===== src/verilog/edm_pkg.sv =====
/*
 * shared constants for the contactor feedback monitor: register map,
 * field positions, reset values, logic-cycle timing and state types.
 * assumes a 100 MHz system clock and a 1 ms logic cycle.
 */
package edm_pkg;

	// clock and logic-cycle timing
	localparam int SYS_CLK_MHZ      = 100;
	localparam int LOGIC_CYCLE_US   = 1000;
	localparam int LOGIC_CYCLE_CLKS = LOGIC_CYCLE_US * SYS_CLK_MHZ;
	localparam int TICKS_PER_MS     = 1000 / LOGIC_CYCLE_US;

	// double pulse reset sequence must finish under this time
	localparam int RESET_SEQ_MS     = 5000;
	localparam int RESET_SEQ_TICKS  = RESET_SEQ_MS * TICKS_PER_MS;

	// half period of the clear indicator flashing
	localparam int BLINK_HALF_MS    = 250;
	localparam int BLINK_TICKS      = BLINK_HALF_MS * TICKS_PER_MS;

	// widths
	localparam int WINDOW_W         = 16;
	localparam int WIN_CNT_W        = 24;
	localparam int BLINK_W          = 16;

	// register byte offsets
	localparam logic [7:0] ADDR_CTRL   = 8'h00;
	localparam logic [7:0] ADDR_WINDOW = 8'h04;
	localparam logic [7:0] ADDR_STATUS = 8'h08;

	// control fields
	localparam int CTRL_CLEAR_EN_BIT = 0;
	localparam int CTRL_ERR_EN_BIT   = 1;

	// status fields
	localparam int ST_FAULT_BIT  = 0;
	localparam int ST_LED_BIT    = 1;
	localparam int ST_ERR_BIT    = 2;
	localparam int ST_FBK_BIT    = 3;
	localparam int ST_MON_BIT    = 4;
	localparam int ST_SSO_BIT    = 5;

	// reset values
	localparam logic [1:0]          CTRL_RST   = 2'h0;
	localparam logic [WINDOW_W-1:0] WINDOW_RST = 16'h0064;

	// double pulse detector states
	typedef enum logic [1:0] {
		PR_IDLE,
		PR_HIGH1,
		PR_LOW1,
		PR_HIGH2
	} pulse_state_t;

endpackage : edm_pkg


===== src/verilog/cycle_if.sv =====
/*
 * carrier between the monitor top and its two helpers: the logic-cycle
 * tick, the reset button level and the system reset request.
 * assumes all three parties run on sys_clk.
 */
interface cycle_if;
	logic tick;   // one sys_clk pulse per logic cycle
	logic level;  // registered reset button level
	logic fire;   // one-cycle system reset request

	modport gen (output tick);
	modport det (input tick, input level, output fire);
	modport top (input tick, input fire, output level);
endinterface : cycle_if


===== src/verilog/logic_tick_gen.sv =====
/*
 * logic-cycle tick generator: divides sys_clk down to one pulse per
 * logic cycle. assumes TICK_CYCLES sys_clk periods per logic cycle.
 */
module logic_tick_gen
	import edm_pkg::*;
#(
	parameter int TICK_CYCLES = LOGIC_CYCLE_CLKS
) (
	// clock and reset
	input  wire logic sys_clk,
	input  wire logic rst,
	// tick out
	cycle_if.gen      bus
);
	localparam int DW = $clog2(TICK_CYCLES);

	initial begin
		if (TICK_CYCLES < 2)
			$error("TICK_CYCLES must be at least 2");
	end

	logic [DW-1:0] div_ff;
	logic          tick_ff;

	// free running divider, tick on wrap
	always_ff @(posedge sys_clk or posedge rst) begin
		if (rst) begin
			div_ff  <= '0;
			tick_ff <= 1'b0;
		end else if (div_ff == DW'(TICK_CYCLES - 1)) begin
			div_ff  <= '0;
			tick_ff <= 1'b1;
		end else begin
			div_ff  <= div_ff + 1'b1;
			tick_ff <= 1'b0;
		end
	end

	assign bus.tick = tick_ff;

endmodule : logic_tick_gen


===== src/verilog/double_pulse_reset.sv =====
/*
 * double off-on-off pulse detector on the reset button, judged in
 * logic cycles. assumes level is already registered to sys_clk.
 */
module double_pulse_reset
	import edm_pkg::*;
#(
	parameter int LIMIT_TICKS = RESET_SEQ_TICKS
) (
	// clock and reset
	input  wire logic sys_clk,
	input  wire logic rst,
	// tick, level in, reset request out
	cycle_if.det      bus
);
	localparam int TW = $clog2(LIMIT_TICKS + 1);

	initial begin
		if (LIMIT_TICKS < 2)
			$error("LIMIT_TICKS must be at least 2");
	end

	pulse_state_t  state_ff;
	logic [TW-1:0] timer_ff;
	logic          prev_ff;
	logic          fire_ff;
	logic          rise;
	logic          fall;
	logic          expire;

	assign rise   = bus.level && !prev_ff;
	assign fall   = !bus.level && prev_ff;
	// a late sequence is dropped before its last edge can count
	assign expire = bus.tick && timer_ff == TW'(LIMIT_TICKS - 1);

	always_ff @(posedge sys_clk or posedge rst) begin
		if (rst)
			prev_ff <= 1'b0;
		else
			prev_ff <= bus.level;
	end

	// sequence state, timed from the first rising edge
	always_ff @(posedge sys_clk or posedge rst) begin
		if (rst) begin
			state_ff <= PR_IDLE;
			timer_ff <= '0;
			fire_ff  <= 1'b0;
		end else begin
			fire_ff <= 1'b0;
			if (state_ff != PR_IDLE && bus.tick)
				timer_ff <= timer_ff + 1'b1;
			unique case (state_ff)
				PR_IDLE: begin
					timer_ff <= '0;
					if (rise)
						state_ff <= PR_HIGH1;
				end
				PR_HIGH1: begin
					if (expire)
						state_ff <= PR_IDLE;
					else if (fall)
						state_ff <= PR_LOW1;
				end
				PR_LOW1: begin
					if (expire)
						state_ff <= PR_IDLE;
					else if (rise)
						state_ff <= PR_HIGH2;
				end
				PR_HIGH2: begin
					if (expire) begin
						state_ff <= PR_IDLE;
					end else if (fall) begin
						state_ff <= PR_IDLE;
						fire_ff  <= 1'b1;
					end
				end
			endcase
		end
	end

	assign bus.fire = fire_ff;

	property p_fire_in_time;
		@(posedge sys_clk) disable iff (rst)
		$rose(fire_ff) |-> $past(state_ff) == PR_HIGH2 && $past(timer_ff) < TW'(LIMIT_TICKS);
	endproperty
	a_fire_in_time: assert property (p_fire_in_time) else $error("late reset fired");

	property p_no_fire_late;
		@(posedge sys_clk) disable iff (rst)
		expire && state_ff != PR_IDLE |=> state_ff == PR_IDLE && !fire_ff;
	endproperty
	a_no_fire_late: assert property (p_no_fire_late) else $error("expiry ignored");

	c_fire: cover property (@(posedge sys_clk) disable iff (rst) fire_ff);

endmodule : double_pulse_reset


===== src/verilog/edm_feedback_monitor.sv =====
/*
 * contactor feedback monitor with double pulse system reset, apb slave.
 * assumes synchronous inputs, 100 MHz sys_clk, one apb master.
 */
// The implementer's own choices: the register offsets and the APB register port.
// Summary of operation
// - with the switching output high the feedback must read low, with it low the feedback high.
// - feedback not reaching the opposite level within the window drives the monitor output low.
// - a feedback timing fault flashes the clear indicator of that switching output.
// - with error output enabled it is high while a feedback fault is latched, else low.
// - the feedback window is settable by software in milliseconds.
// - the clear input acts only when the clear option is enabled.
// - an enabled clear input at 1 after repair removes the latched fault.
// - two off-on-off pulses on the reset input within 5 s issue a system reset.
// - a double pulse sequence taking longer than 5 s issues no system reset.
// - the system reset clears latched feedback faults without a power cycle.
module edm_feedback_monitor
	import edm_pkg::*;
#(
	parameter int TICK_CYCLES = LOGIC_CYCLE_CLKS
) (
	// clock and reset
	input  wire logic        sys_clk,
	input  wire logic        rst,
	// apb slave
	input  wire logic        psel,
	input  wire logic        penable,
	input  wire logic        pwrite,
	input  wire logic [7:0]  paddr,
	input  wire logic [31:0] pwdata,
	output logic             pready,
	output logic [31:0]      prdata,
	output logic             pslverr,
	// monitored path
	input  wire logic        monitor_in,
	input  wire logic        safety_switching_output,
	input  wire logic        feedback_k,
	input  wire logic        clear_in,
	output logic             monitor_out,
	output logic             clear_led,
	output logic             error_out,
	// system reset
	input  wire logic        reset_button,
	output logic             sys_reset_out
);

	initial begin
		if (TICK_CYCLES < 2)
			$error("TICK_CYCLES must be at least 2");
	end

	cycle_if cyc ();

	// helpers
	logic_tick_gen #(
		.TICK_CYCLES (TICK_CYCLES)
	) u_tick (
		.sys_clk (sys_clk),
		.rst     (rst),
		.bus     (cyc)
	);

	double_pulse_reset #(
		.LIMIT_TICKS (RESET_SEQ_TICKS)
	) u_pulse (
		.sys_clk (sys_clk),
		.rst     (rst),
		.bus     (cyc)
	);

	// registers
	logic [1:0]           ctrl_ff;
	logic [WINDOW_W-1:0]  window_ff;
	logic                 pready_ff;
	logic [31:0]          prdata_ff;
	logic                 pslverr_ff;
	logic                 button_ff;
	logic                 fault_ff;
	logic [WIN_CNT_W-1:0] win_cnt_ff;
	logic [BLINK_W-1:0]   blink_ff;
	logic                 clear_led_ff;
	logic                 monitor_out_ff;
	logic                 error_out_ff;
	logic                 sys_reset_ff;

	// combinational terms
	logic                 acc;
	logic                 hit;
	logic                 wr_now;
	logic [31:0]          rd_data;
	logic                 clear_en;
	logic                 err_en;
	logic                 mismatch;
	logic [WIN_CNT_W-1:0] window_ticks;
	logic                 fault_set;
	logic                 clear_req;
	logic                 blink_wrap;

	assign acc      = psel && penable;
	assign hit      = paddr == ADDR_CTRL || paddr == ADDR_WINDOW || paddr == ADDR_STATUS;
	// writes land on the edge where the master sees pready high
	assign wr_now   = acc && pready_ff && pwrite;
	assign clear_en = ctrl_ff[CTRL_CLEAR_EN_BIT];
	assign err_en   = ctrl_ff[CTRL_ERR_EN_BIT];

	// feedback must sit opposite to the switching output
	assign mismatch = feedback_k == safety_switching_output;

	// ms to logic cycles; product fits since window is 16 bits
	assign window_ticks = WIN_CNT_W'(window_ff) * WIN_CNT_W'(TICKS_PER_MS);

	// fault when the mismatch outlasts the window
	assign fault_set = !fault_ff && mismatch && cyc.tick
	                   && win_cnt_ff >= window_ticks;

	// clear input only honoured when enabled and the feedback is healthy again
	assign clear_req = (clear_en && clear_in && !mismatch) || cyc.fire;

	assign blink_wrap = cyc.tick && blink_ff == BLINK_W'(BLINK_TICKS - 1);

	// read mux
	always_comb begin
		rd_data = '0;
		unique case (paddr)
			ADDR_CTRL:   rd_data[1:0] = ctrl_ff;
			ADDR_WINDOW: rd_data[WINDOW_W-1:0] = window_ff;
			ADDR_STATUS: begin
				rd_data[ST_FAULT_BIT] = fault_ff;
				rd_data[ST_LED_BIT]   = clear_led_ff;
				rd_data[ST_ERR_BIT]   = error_out_ff;
				rd_data[ST_FBK_BIT]   = feedback_k;
				rd_data[ST_MON_BIT]   = monitor_out_ff;
				rd_data[ST_SSO_BIT]   = safety_switching_output;
			end
			default:     rd_data = '0;
		endcase
	end

	// apb answer: one wait state so every bus output is registered
	always_ff @(posedge sys_clk or posedge rst) begin
		if (rst) begin
			pready_ff  <= 1'b0;
			prdata_ff  <= '0;
			pslverr_ff <= 1'b0;
		end else if (acc && !pready_ff) begin
			pready_ff  <= 1'b1;
			prdata_ff  <= pwrite ? 32'h0000_0000 : rd_data;
			pslverr_ff <= !hit;
		end else begin
			pready_ff  <= 1'b0;
			prdata_ff  <= '0;
			pslverr_ff <= 1'b0;
		end
	end

	// control register
	always_ff @(posedge sys_clk or posedge rst) begin
		if (rst)
			ctrl_ff <= CTRL_RST;
		else if (wr_now && paddr == ADDR_CTRL)
			ctrl_ff <= pwdata[1:0];
	end

	// window register in milliseconds
	always_ff @(posedge sys_clk or posedge rst) begin
		if (rst)
			window_ff <= WINDOW_RST;
		else if (wr_now && paddr == ADDR_WINDOW)
			window_ff <= pwdata[WINDOW_W-1:0];
	end

	// reset button registered before the pulse detector
	always_ff @(posedge sys_clk or posedge rst) begin
		if (rst)
			button_ff <= 1'b0;
		else
			button_ff <= reset_button;
	end
	assign cyc.level = button_ff;

	// mismatch timer, counted in logic cycles and restarted on agreement
	always_ff @(posedge sys_clk or posedge rst) begin
		if (rst)
			win_cnt_ff <= '0;
		else if (!mismatch || fault_ff)
			win_cnt_ff <= '0;
		else if (cyc.tick && win_cnt_ff != '1)
			win_cnt_ff <= win_cnt_ff + 1'b1;
	end

	// latched fault; a new fault wins over a clear in the same cycle
	always_ff @(posedge sys_clk or posedge rst) begin
		if (rst)
			fault_ff <= 1'b0;
		else if (fault_set)
			fault_ff <= 1'b1;
		else if (clear_req)
			fault_ff <= 1'b0;
	end

	// monitor output follows its input unless a fault is latched
	always_ff @(posedge sys_clk or posedge rst) begin
		if (rst)
			monitor_out_ff <= 1'b0;
		else
			monitor_out_ff <= monitor_in && !fault_ff && !fault_set;
	end

	// clear indicator flashing; the downstream block must not time the contactor itself
	always_ff @(posedge sys_clk or posedge rst) begin
		if (rst) begin
			blink_ff     <= '0;
			clear_led_ff <= 1'b0;
		end else if (!fault_ff) begin
			blink_ff     <= '0;
			clear_led_ff <= 1'b0;
		end else if (cyc.tick) begin
			blink_ff <= blink_wrap ? '0 : blink_ff + 1'b1;
			if (blink_wrap)
				clear_led_ff <= !clear_led_ff;
		end
	end

	// error output only when enabled
	always_ff @(posedge sys_clk or posedge rst) begin
		if (rst)
			error_out_ff <= 1'b0;
		else
			error_out_ff <= err_en && fault_ff;
	end

	// system reset pulse out
	always_ff @(posedge sys_clk or posedge rst) begin
		if (rst)
			sys_reset_ff <= 1'b0;
		else
			sys_reset_ff <= cyc.fire;
	end

	assign pready        = pready_ff;
	assign prdata        = prdata_ff;
	assign pslverr       = pslverr_ff;
	assign monitor_out   = monitor_out_ff;
	assign clear_led     = clear_led_ff;
	assign error_out     = error_out_ff;
	assign sys_reset_out = sys_reset_ff;

	// checks
	property p_timer_restart;
		@(posedge sys_clk) disable iff (rst)
		!mismatch |=> win_cnt_ff == '0;
	endproperty
	a_timer_restart: assert property (p_timer_restart) else $error("timer kept");

	property p_fault_drops_out;
		@(posedge sys_clk) disable iff (rst)
		fault_ff |=> !monitor_out_ff;
	endproperty
	a_fault_drops_out: assert property (p_fault_drops_out) else $error("output high");

	property p_window_expiry;
		@(posedge sys_clk) disable iff (rst)
		!fault_ff && mismatch && cyc.tick && win_cnt_ff >= window_ticks |=> fault_ff;
	endproperty
	a_window_expiry: assert property (p_window_expiry) else $error("no fault");

	property p_led_blink;
		@(posedge sys_clk) disable iff (rst)
		fault_ff && blink_wrap |=> clear_led_ff != $past(clear_led_ff);
	endproperty
	a_led_blink: assert property (p_led_blink) else $error("led stuck");

	property p_led_off;
		@(posedge sys_clk) disable iff (rst)
		!fault_ff |=> !clear_led_ff;
	endproperty
	a_led_off: assert property (p_led_off) else $error("led lit");

	property p_err_out;
		@(posedge sys_clk) disable iff (rst)
		1'b1 |=> error_out_ff == $past(err_en && fault_ff);
	endproperty
	a_err_out: assert property (p_err_out) else $error("error out wrong");

	property p_clear_gated;
		@(posedge sys_clk) disable iff (rst)
		fault_ff && !clear_en && !cyc.fire |=> fault_ff;
	endproperty
	a_clear_gated: assert property (p_clear_gated) else $error("fault lost");

	property p_clear_works;
		@(posedge sys_clk) disable iff (rst)
		fault_ff && clear_en && clear_in && !mismatch |=> !fault_ff;
	endproperty
	a_clear_works: assert property (p_clear_works) else $error("clear ignored");

	property p_reset_clears;
		@(posedge sys_clk) disable iff (rst)
		cyc.fire && !fault_set |=> !fault_ff ##0 sys_reset_out;
	endproperty
	a_reset_clears: assert property (p_reset_clears) else $error("reset no clear");

	// healthy path: the monitor output is its input one clock late
	property p_monitor_follow;
		@(posedge sys_clk) disable iff (rst)
		!fault_ff && !fault_set |=> monitor_out_ff == $past(monitor_in);
	endproperty
	a_monitor_follow: assert property (p_monitor_follow) else $error("output not passed");

	// mismatch time advances by one per logic cycle until the fault latches
	property p_mismatch_count;
		@(posedge sys_clk) disable iff (rst)
		mismatch && !fault_ff && cyc.tick && win_cnt_ff != '1
		|=> win_cnt_ff == $past(win_cnt_ff) + 1'b1;
	endproperty
	a_mismatch_count: assert property (p_mismatch_count) else $error("timer not counting");

	// with the error output disabled it never rises
	property p_err_low;
		@(posedge sys_clk) disable iff (rst)
		!err_en |=> !error_out_ff;
	endproperty
	a_err_low: assert property (p_err_low) else $error("error out unmasked");

	// the system reset request is a single clock wide
	property p_sysrst_pulse;
		@(posedge sys_clk) disable iff (rst)
		sys_reset_ff |=> !sys_reset_ff;
	endproperty
	a_sysrst_pulse: assert property (p_sysrst_pulse) else $error("reset pulse too long");

	// bus answer: exactly one wait state, then pready for one clock
	property p_apb_wait;
		@(posedge sys_clk) disable iff (rst)
		psel && penable && !pready_ff |=> pready_ff;
	endproperty
	a_apb_wait: assert property (p_apb_wait) else $error("no bus answer");

	property p_pready_single;
		@(posedge sys_clk) disable iff (rst)
		pready_ff |=> !pready_ff;
	endproperty
	a_pready_single: assert property (p_pready_single) else $error("pready stuck");

	c_fault:  cover property (@(posedge sys_clk) disable iff (rst) $rose(fault_ff));
	c_clear:  cover property (@(posedge sys_clk) disable iff (rst) $fell(fault_ff) && !cyc.fire);
	c_rst_fx: cover property (@(posedge sys_clk) disable iff (rst) fault_ff && cyc.fire);
	// a full blink half period seen while the fault stays latched
	c_blink:  cover property (@(posedge sys_clk) disable iff (rst) fault_ff && $changed(clear_led_ff));

endmodule : edm_feedback_monitor


===== config.mk =====
export PLATFORM = sky130hd
export DESIGN_NAME = edm_feedback_monitor
export DESIGN_NICKNAME = d
export VERILOG_FILES = /design/src/verilog/edm_pkg.sv /design/src/verilog/cycle_if.sv /design/src/verilog/logic_tick_gen.sv /design/src/verilog/double_pulse_reset.sv /design/src/verilog/edm_feedback_monitor.sv
export SDC_FILE = /design/constraint.sdc
export NUM_CORES = 1
export LEC_CHECK = 0
export ABC_AREA = 1
export BUFFER_PORTS_ARGS = -buffer_cell sky130_fd_sc_hd__clkbuf_2
export CORE_MARGIN = 2
export CORE_UTILIZATION = 58
export DETAILED_ROUTE_END_ITERATION = 6
export GPL_TIMING_DRIVEN = 0
export PLACE_DENSITY = 0.91
export REMOVE_ABC_BUFFERS = 1
export SLEW_MARGIN = 10
export SYNTH_ARGS = -nofsm -noshare
export SYNTH_HDL_FRONTEND = slang
export SYNTH_HIERARCHICAL = 1
export SYNTH_SLANG_ARGS = --single-unit

===== constraint.sdc =====
create_clock -name sys_clk -period 2.5 [get_ports sys_clk]
set_input_delay 0 -clock sys_clk [delete_from_list [all_inputs] [get_ports sys_clk]]
set_output_delay 0 -clock sys_clk [all_outputs]
set_load 0.1 [all_outputs]

==> metrics.txt, run 1 <==
max cap viols 0; Final Util 71.50%; input/output buffers 55; power density over cell area 596.4 mW/mm^2; library cells used by synthesis 38; Worst setup EP type flip-flop; Final Cell Area 0.007819 sq mm; vias in the first global route 5898; Worst slew margin 15.44%; RSZ-0062 raised after global routing false; Slew @ Worst Pin 1265 ps; number of DRC markers in iteration 0 681; Layout Skew 6.567 ps; CTS H-tree depth 4; # diodes 0; CTS max path bufs 2; Synth Register Bits 117; Synth warnings 6; layout cell share with drive strength beyond 1 12.05%; maximum VDD drop 0.0004904 V; Die H 110.3 microns; CP max stage cell dlygate4sd3_1; total track usage 30.69%; total area of sequential cells 0.002932 sq mm; TritonCTS Buffers 17; total congestion overflow 0; crit share post-route 93.67%; Fillers 784; WHS 79.46 ps; drt via density 5.465; Critical path buffers and inverters 5; CP delay by family, top buffers and inverters; Critical Path AT 2650 ps; Starting Density 59.95%; min cycle time layout 2342 ps; CTS Sinks 117; Mapped Cells 886; asr flop ratio synth 100.0%; Post-synth top flop dfrtp_1; first-pass GRT wire length 28030 microns; Rows 38; final setup vio count 0; CTS tree yes; number of flops mapped to enable cells by yosys 0; outcome finished, final reports clean; worst stage delay on the critical path 630 ps; IO Count 88; Area after DPL 0.006903 sq mm; DRC errors left 0; startpoint types input pin; post-synthesis sequential area ratio 44.71%; Setup CP Type input pin to flip-flop; Fmax achieved 427.0 MHz; Critical Path Fanout Max 2; Synth Cell Area 0.006556 sq mm; vias post-DR 6208; Final #Nets 1055; clock slew at reported path FFs 50 ps; area of the multi-input gates 0.003094 sq mm; antenna-violating nets left 0; Core ar. 0.01094 sq mm; wire length per cell 14.87 microns; worst path cell trace dlygate4sd3_1 > clkbuf_2 > nand2_1 > dlygate4sd3_1 > nor2_1 > inv_1 > nor2_2 > nand2_1 > dlygate4sd3_1 > a31oi_1; Worst Hold Class input pin to flip-flop; Die Span X 110.3 microns; root buffer cell clkbuf_16; Routed WL 16890 microns; Die ar. 0.01217 sq mm; hold violation count in the final report 0; Clock Latency Late Sink 420 ps; Slew Viols, Final 0; GP Congestion 0.9528; Leak 4.032 nW; detailed placer's ending HPWL 10710 microns; Initial DRT Pass Iterations 7; synthesized area per cell 7.400 sq um; antenna violations before repair 0; R2R Setup Slk 230 ps; most frequent CP cell dlygate4sd3_1; largest net degree at the start of global routing 58; P&R area growth vs syn 19.26%; CP required 2810 ps
-- report_power, final --
| part | switching (mW) | internal, mW | leakage (nW) |
|---|---|---|---|
| sequential | 0.0200 | 1.92 | 1.54 |
| clock | 0.814 | 1.44 | 0.276 |
| combinational | 0.355 | 0.115 | 2.21 |
| total | 1.19 | 3.47 | 4.03 |
-- worst min-delay path: cells and delay by family --
family | cells | cell delay [ps]
simple gates | 3 | 270
compound gates | 1 | 90
buf+inv | 1 | 80
-- metal layers --
metal | GRT usage, % | part of all wire [%]
met5 | 0 | 0
met4 | 17.14 | 3.5
met3 | 9.171 | 7.9
met2 | 50.04 | 49
met1 | 36.29 | 39
-- layout by cell type, fill, tap and decap left out, types with 4 or more instances in the layout --
cell type,n
dlygate4sd3_1,32
nand3_1,59
dfrtp_1,114
clkbuf_8,7
clkbuf_1,4
conb_1,16
nor3_1,20
nand2_1,240
nor2_2,8
ha_1,21
o21ai_1,5
a31oi_1,5
nor2_1,150
inv_1,100
xor2_1,19
nand2_2,5
clkbuf_2,55
buf_4,4
clkinv_2,4
inv_2,5
nand4_1,22
a21oi_1,39
o21ai_0,18
clkbuf_16,17
-- worst paths after layout --
path / depth (start not counted) / endpoint / startpoint
setup / recovery: 10 / prdata[0] / penable
setup reg to reg: 11 / win_cnt_ff[23] / win_cnt_ff[1]
min in group asynchronous: 3 / win_cnt_ff[0] / rst
hold reg to reg: 0 / u_pulse/prev_ff / button_ff
max in group asynchronous: 4 / window_ff[6] / rst
hold / removal: 5 / ctrl_ff[1] / psel
-- final cells by class --
| type | instances | area share, % |
|---|---|---|
| clock inverters | 3 | 0.1920 |
| inverters | 108 | 5.281 |
| repair buffers | 92 | 8.353 |
| clock buffers | 28 | 6.865 |
| flip-flops and latches | 117 | 37.49 |
| multi-input cells | 648 | 39.57 |
| well taps | 140 | 2.240 |
-- cells by family (layout without fill, tap and decap cells) --
group | count (synthesis) | count (layout) | synth area share, %
other | 1 | 16 | 0.05720
adders and majority gates | 21 | 21 | 4.008
and+or+nand+nor | 517 | 517 | 33.38
xor gates and xnor gates | 22 | 22 | 2.939
AOI/OAI and AO/OA | 72 | 72 | 5.802
DFF | 117 | 117 | 44.71
buffers and inverters | 136 | 231 | 9.103
-- registers in the layout, summed over array words and instances, names as in the netlist, 2 cells and up --
name and cells:
blink_ff 16, prdata 16, ctrl_ff 2, u_pulse/state_ff 2, win_cnt_ff 24, u_pulse/timer_ff 13
u_tick/div_ff 17, window_ff 16
-- timing repair --
item                                    4_1_cts  5_1_grt
setup buffers                                 0        4
gates resized for setup                       0        4
hold buffers                                 32        0
hold endpoints to repair                    143        0
endpoints found under the setup margin        0       27
-- stage by stage --
step                      total power [mW]  setup TNS, ps  cells  setup WS (ps)
after detailed placement             2.394              0   1069          51.33
final                                4.663              0   1136          158.2
after global routing                 4.833              0   1136          68.20
after global placement               2.374         -42160   1068         -539.1
after CTS                            4.671              0   1132          67.84
after floorplan                      2.287              0    873          337.5
-- synthesized netlist by cell type, types with 6 or more instances --
library cell | n | share of area, %
nand2_1 | 240 | 14
o21ai_0 | 18 | 1.4
dfrtp_1 | 114 | 44
a21oi_1 | 39 | 3.0
nor3_1 | 21 | 1.6
inv_1 | 102 | 5.8
nor2_2 | 6 | 0.57
ha_1 | 21 | 4.0
buf_4 | 17 | 1.9
nor2_1 | 152 | 8.7
xor2_1 | 19 | 2.5
nand3_1 | 59 | 4.5
nand4_1 | 22 | 2.1
Note: power is estimated with default switching activity, not from simulation.
==> run 2, diff against run 1 <==
Settings changed: CORE_ASPECT_RATIO from default to 1.75, TNS_END_PERCENT from default to 30.
==> run 2 against run 1 <==
  * Global-route usage shrank 1.2 points
  * Utilization shrank 0.96 points
  * Final area rose by 0.18%
  * Sequential power about the same
  * Worst setup slack gained 130 ps
  * Clock skew rose by 2.7 ps
  * Register-to-register slack better by 80 ps
  * Critical endpoint is now prdata[3]
==> metrics.txt, run 2 (synthesized netlist as in run 1, its figures left out) <==
reg2reg path depth 11; root buffer cell clkbuf_16; FF-to-FF End win_cnt_ff[4]; Setup CP Type input pin to flip-flop; Critical path buffers and inverters 6; Reg with most FFs win_cnt_ff; Worst Hold Class input pin to flip-flop; antenna-violating nets left 0; Area after DPL 0.006893 sq mm; power density over cell area 629.7 mW/mm^2; Clock Latency Late Sink 420 ps; Routed WL 17090 microns; most frequent CP cell dlygate4sd3_1; r2r startpoint win_cnt_ff[0]; clock slew at reported path FFs 60 ps; hold violation count in the final report 0; Worst setup EP type flip-flop; CP max stage cell dlygate4sd3_1; postcts setup bufs 0; CTS max path bufs 2; GP Congestion 0.9512; Final Cell Area 0.007833 sq mm; Core ar. 0.01110 sq mm; detailed placer's ending HPWL 11090 microns; layout cell share with drive strength beyond 1 11.90%; Die H 144.7 microns; outcome finished, final reports clean; Layout Skew 9.266 ps; Critical Path AT 2570 ps; vias in the first global route 6367; Die Span X 84.37 microns; crit path launch penable; drt via density 5.585; P&R area growth vs syn 19.47%; max cap viols 0; R2R Setup Slk 310 ps; Fillers 804; total track usage 29.48%; Rows 51; crit share post-route 88.57%; hold path cells 6; RSZ-0062 raised after global routing false; Fmax achieved 451.6 MHz; worst path cell trace dlygate4sd3_1 > clkbuf_2 > nand2_1 > dlygate4sd3_1 > nor2_1 > inv_1 > nor2_1 > inv_1 > a21oi_1 > dlygate4sd3_1; input/output buffers 55; Worst slew margin 38.67%; CP delay by family, top buffers and inverters; final setup vio count 0; antenna violations before repair 0; CTS H-tree depth 4; total congestion overflow 0; wire length per cell 15.19 microns; Critical Path Fanout Max 14; CTS Sinks 117; startpoint types input pin; min cycle time layout 2214 ps; Hold Path Origin paddr[6]; max reg flops 24; Starting Density 59.05%; CTS tree yes; hold endpoint prdata[0]; Initial DRT Pass Iterations 5; Leak 4.044 nW; most common cell after layout, fill and taps aside nand2_1; largest net degree at the start of global routing 56; DRC errors left 0; Final #Nets 1050; Slew @ Worst Pin 912.9 ps; CP required 2850 ps; IO Count 88; most frequent cells in the layout nand2_1, nor2_1, dfrtp_1; Die ar. 0.01220 sq mm; number of DRC markers in iteration 0 387; first-pass GRT wire length 28150 microns; total power 4.932 mW; worst stage delay on the critical path 580 ps; Slew Viols, Final 0; vias post-DR 6283; maximum VDD drop 0.0005712 V; TritonCTS Buffers 17; Regs by FF count win_cnt_ff x24, u_tick/div_ff x17
==> run 2: cell count changes in the layout (fill, tap and decap cells not counted), sizes merged, moves of 2 or more <==
cell / before / now
bufinv: 0 / 3
clkinvlp: 1 / 3
inv: 106 / 108
buf: 5 / 1
clkbuf: 83 / 76
==> run 2: routing by layer <==
layer	global-route usage (%)	wire (microns)	vias up
met3	6.296	934	105
li1	-	-	2966
met5	0	0	-
met1	28.81	6001	2894
met2	51.92	8856	318
met4	25.90	1293	0
==> run 2: through the flow <==
stage | util, % | hold WS (ps) | worst slack (ps) | std cells | setup TNS, ps
floorplan | - | -73.93 | 337.5 | 873 | 0
finish | 70.54 | 66.88 | 285.8 | 1125 | 0
detailed placement | 62.08 | 39.11 | -22.86 | 1061 | -47.55
CTS | 70.48 | 42.42 | 151.5 | 1124 | 0
global placement | 61.81 | 122.9 | -537.6 | 1060 | -42090
global route | 70.52 | 81.61 | 97.94 | 1124 | 0
==> run 2: worst max-delay path by stage <==
stage | to | slack (ps) | cells after the start
after CTS | window_ff[8] | 150 | 7
after detailed placement | win_cnt_ff[16] | -20 | 5
final | prdata[3] | 290 | 10
after global placement | prdata[1] | -540 | 2
after floorplan | window_ff[10] | 340 | 5
after global routing | win_cnt_ff[4] | 100 | 11
==> run 2: final cells by class <==
class	instances	area, sq um	share of cell area [%]
Antenna cell	1	2.502	0.03195
Clock buffer	21	470.5	6.006
Clock inverter	11	148.9	1.901
Inverter	108	409.1	5.224
Multi-Input combinational cell	648	3092	39.47
Sequential cell	117	2932	37.43
Tap cell	132	165.2	2.109
Timing Repair Buffer	87	613.1	7.827
==> run 2: tightest hold or removal path, cell delays in order <==
cell      delay [ps]
clkbuf_2          80
nor2_1            30
nand2_1          110
nor3_1            90
nand2_1           60
a31oi_1           70
==> run 2: what timing repair did <==
action	4_1_cts	5_1_grt
endpoints found under the setup margin	24	1
resized for setup	1	1
hold endpoints to repair	145	0
hold buffers	31	0
==> run 2: power breakdown <==
part / switching [mW] / internal [mW] / leakage [nW]
logic: 0.346 / 0.112 / 2.21
clock network: 0.889 / 1.65 / 0.296
registers: 0.0188 / 1.92 / 1.54
total: 1.25 / 3.68 / 4.04
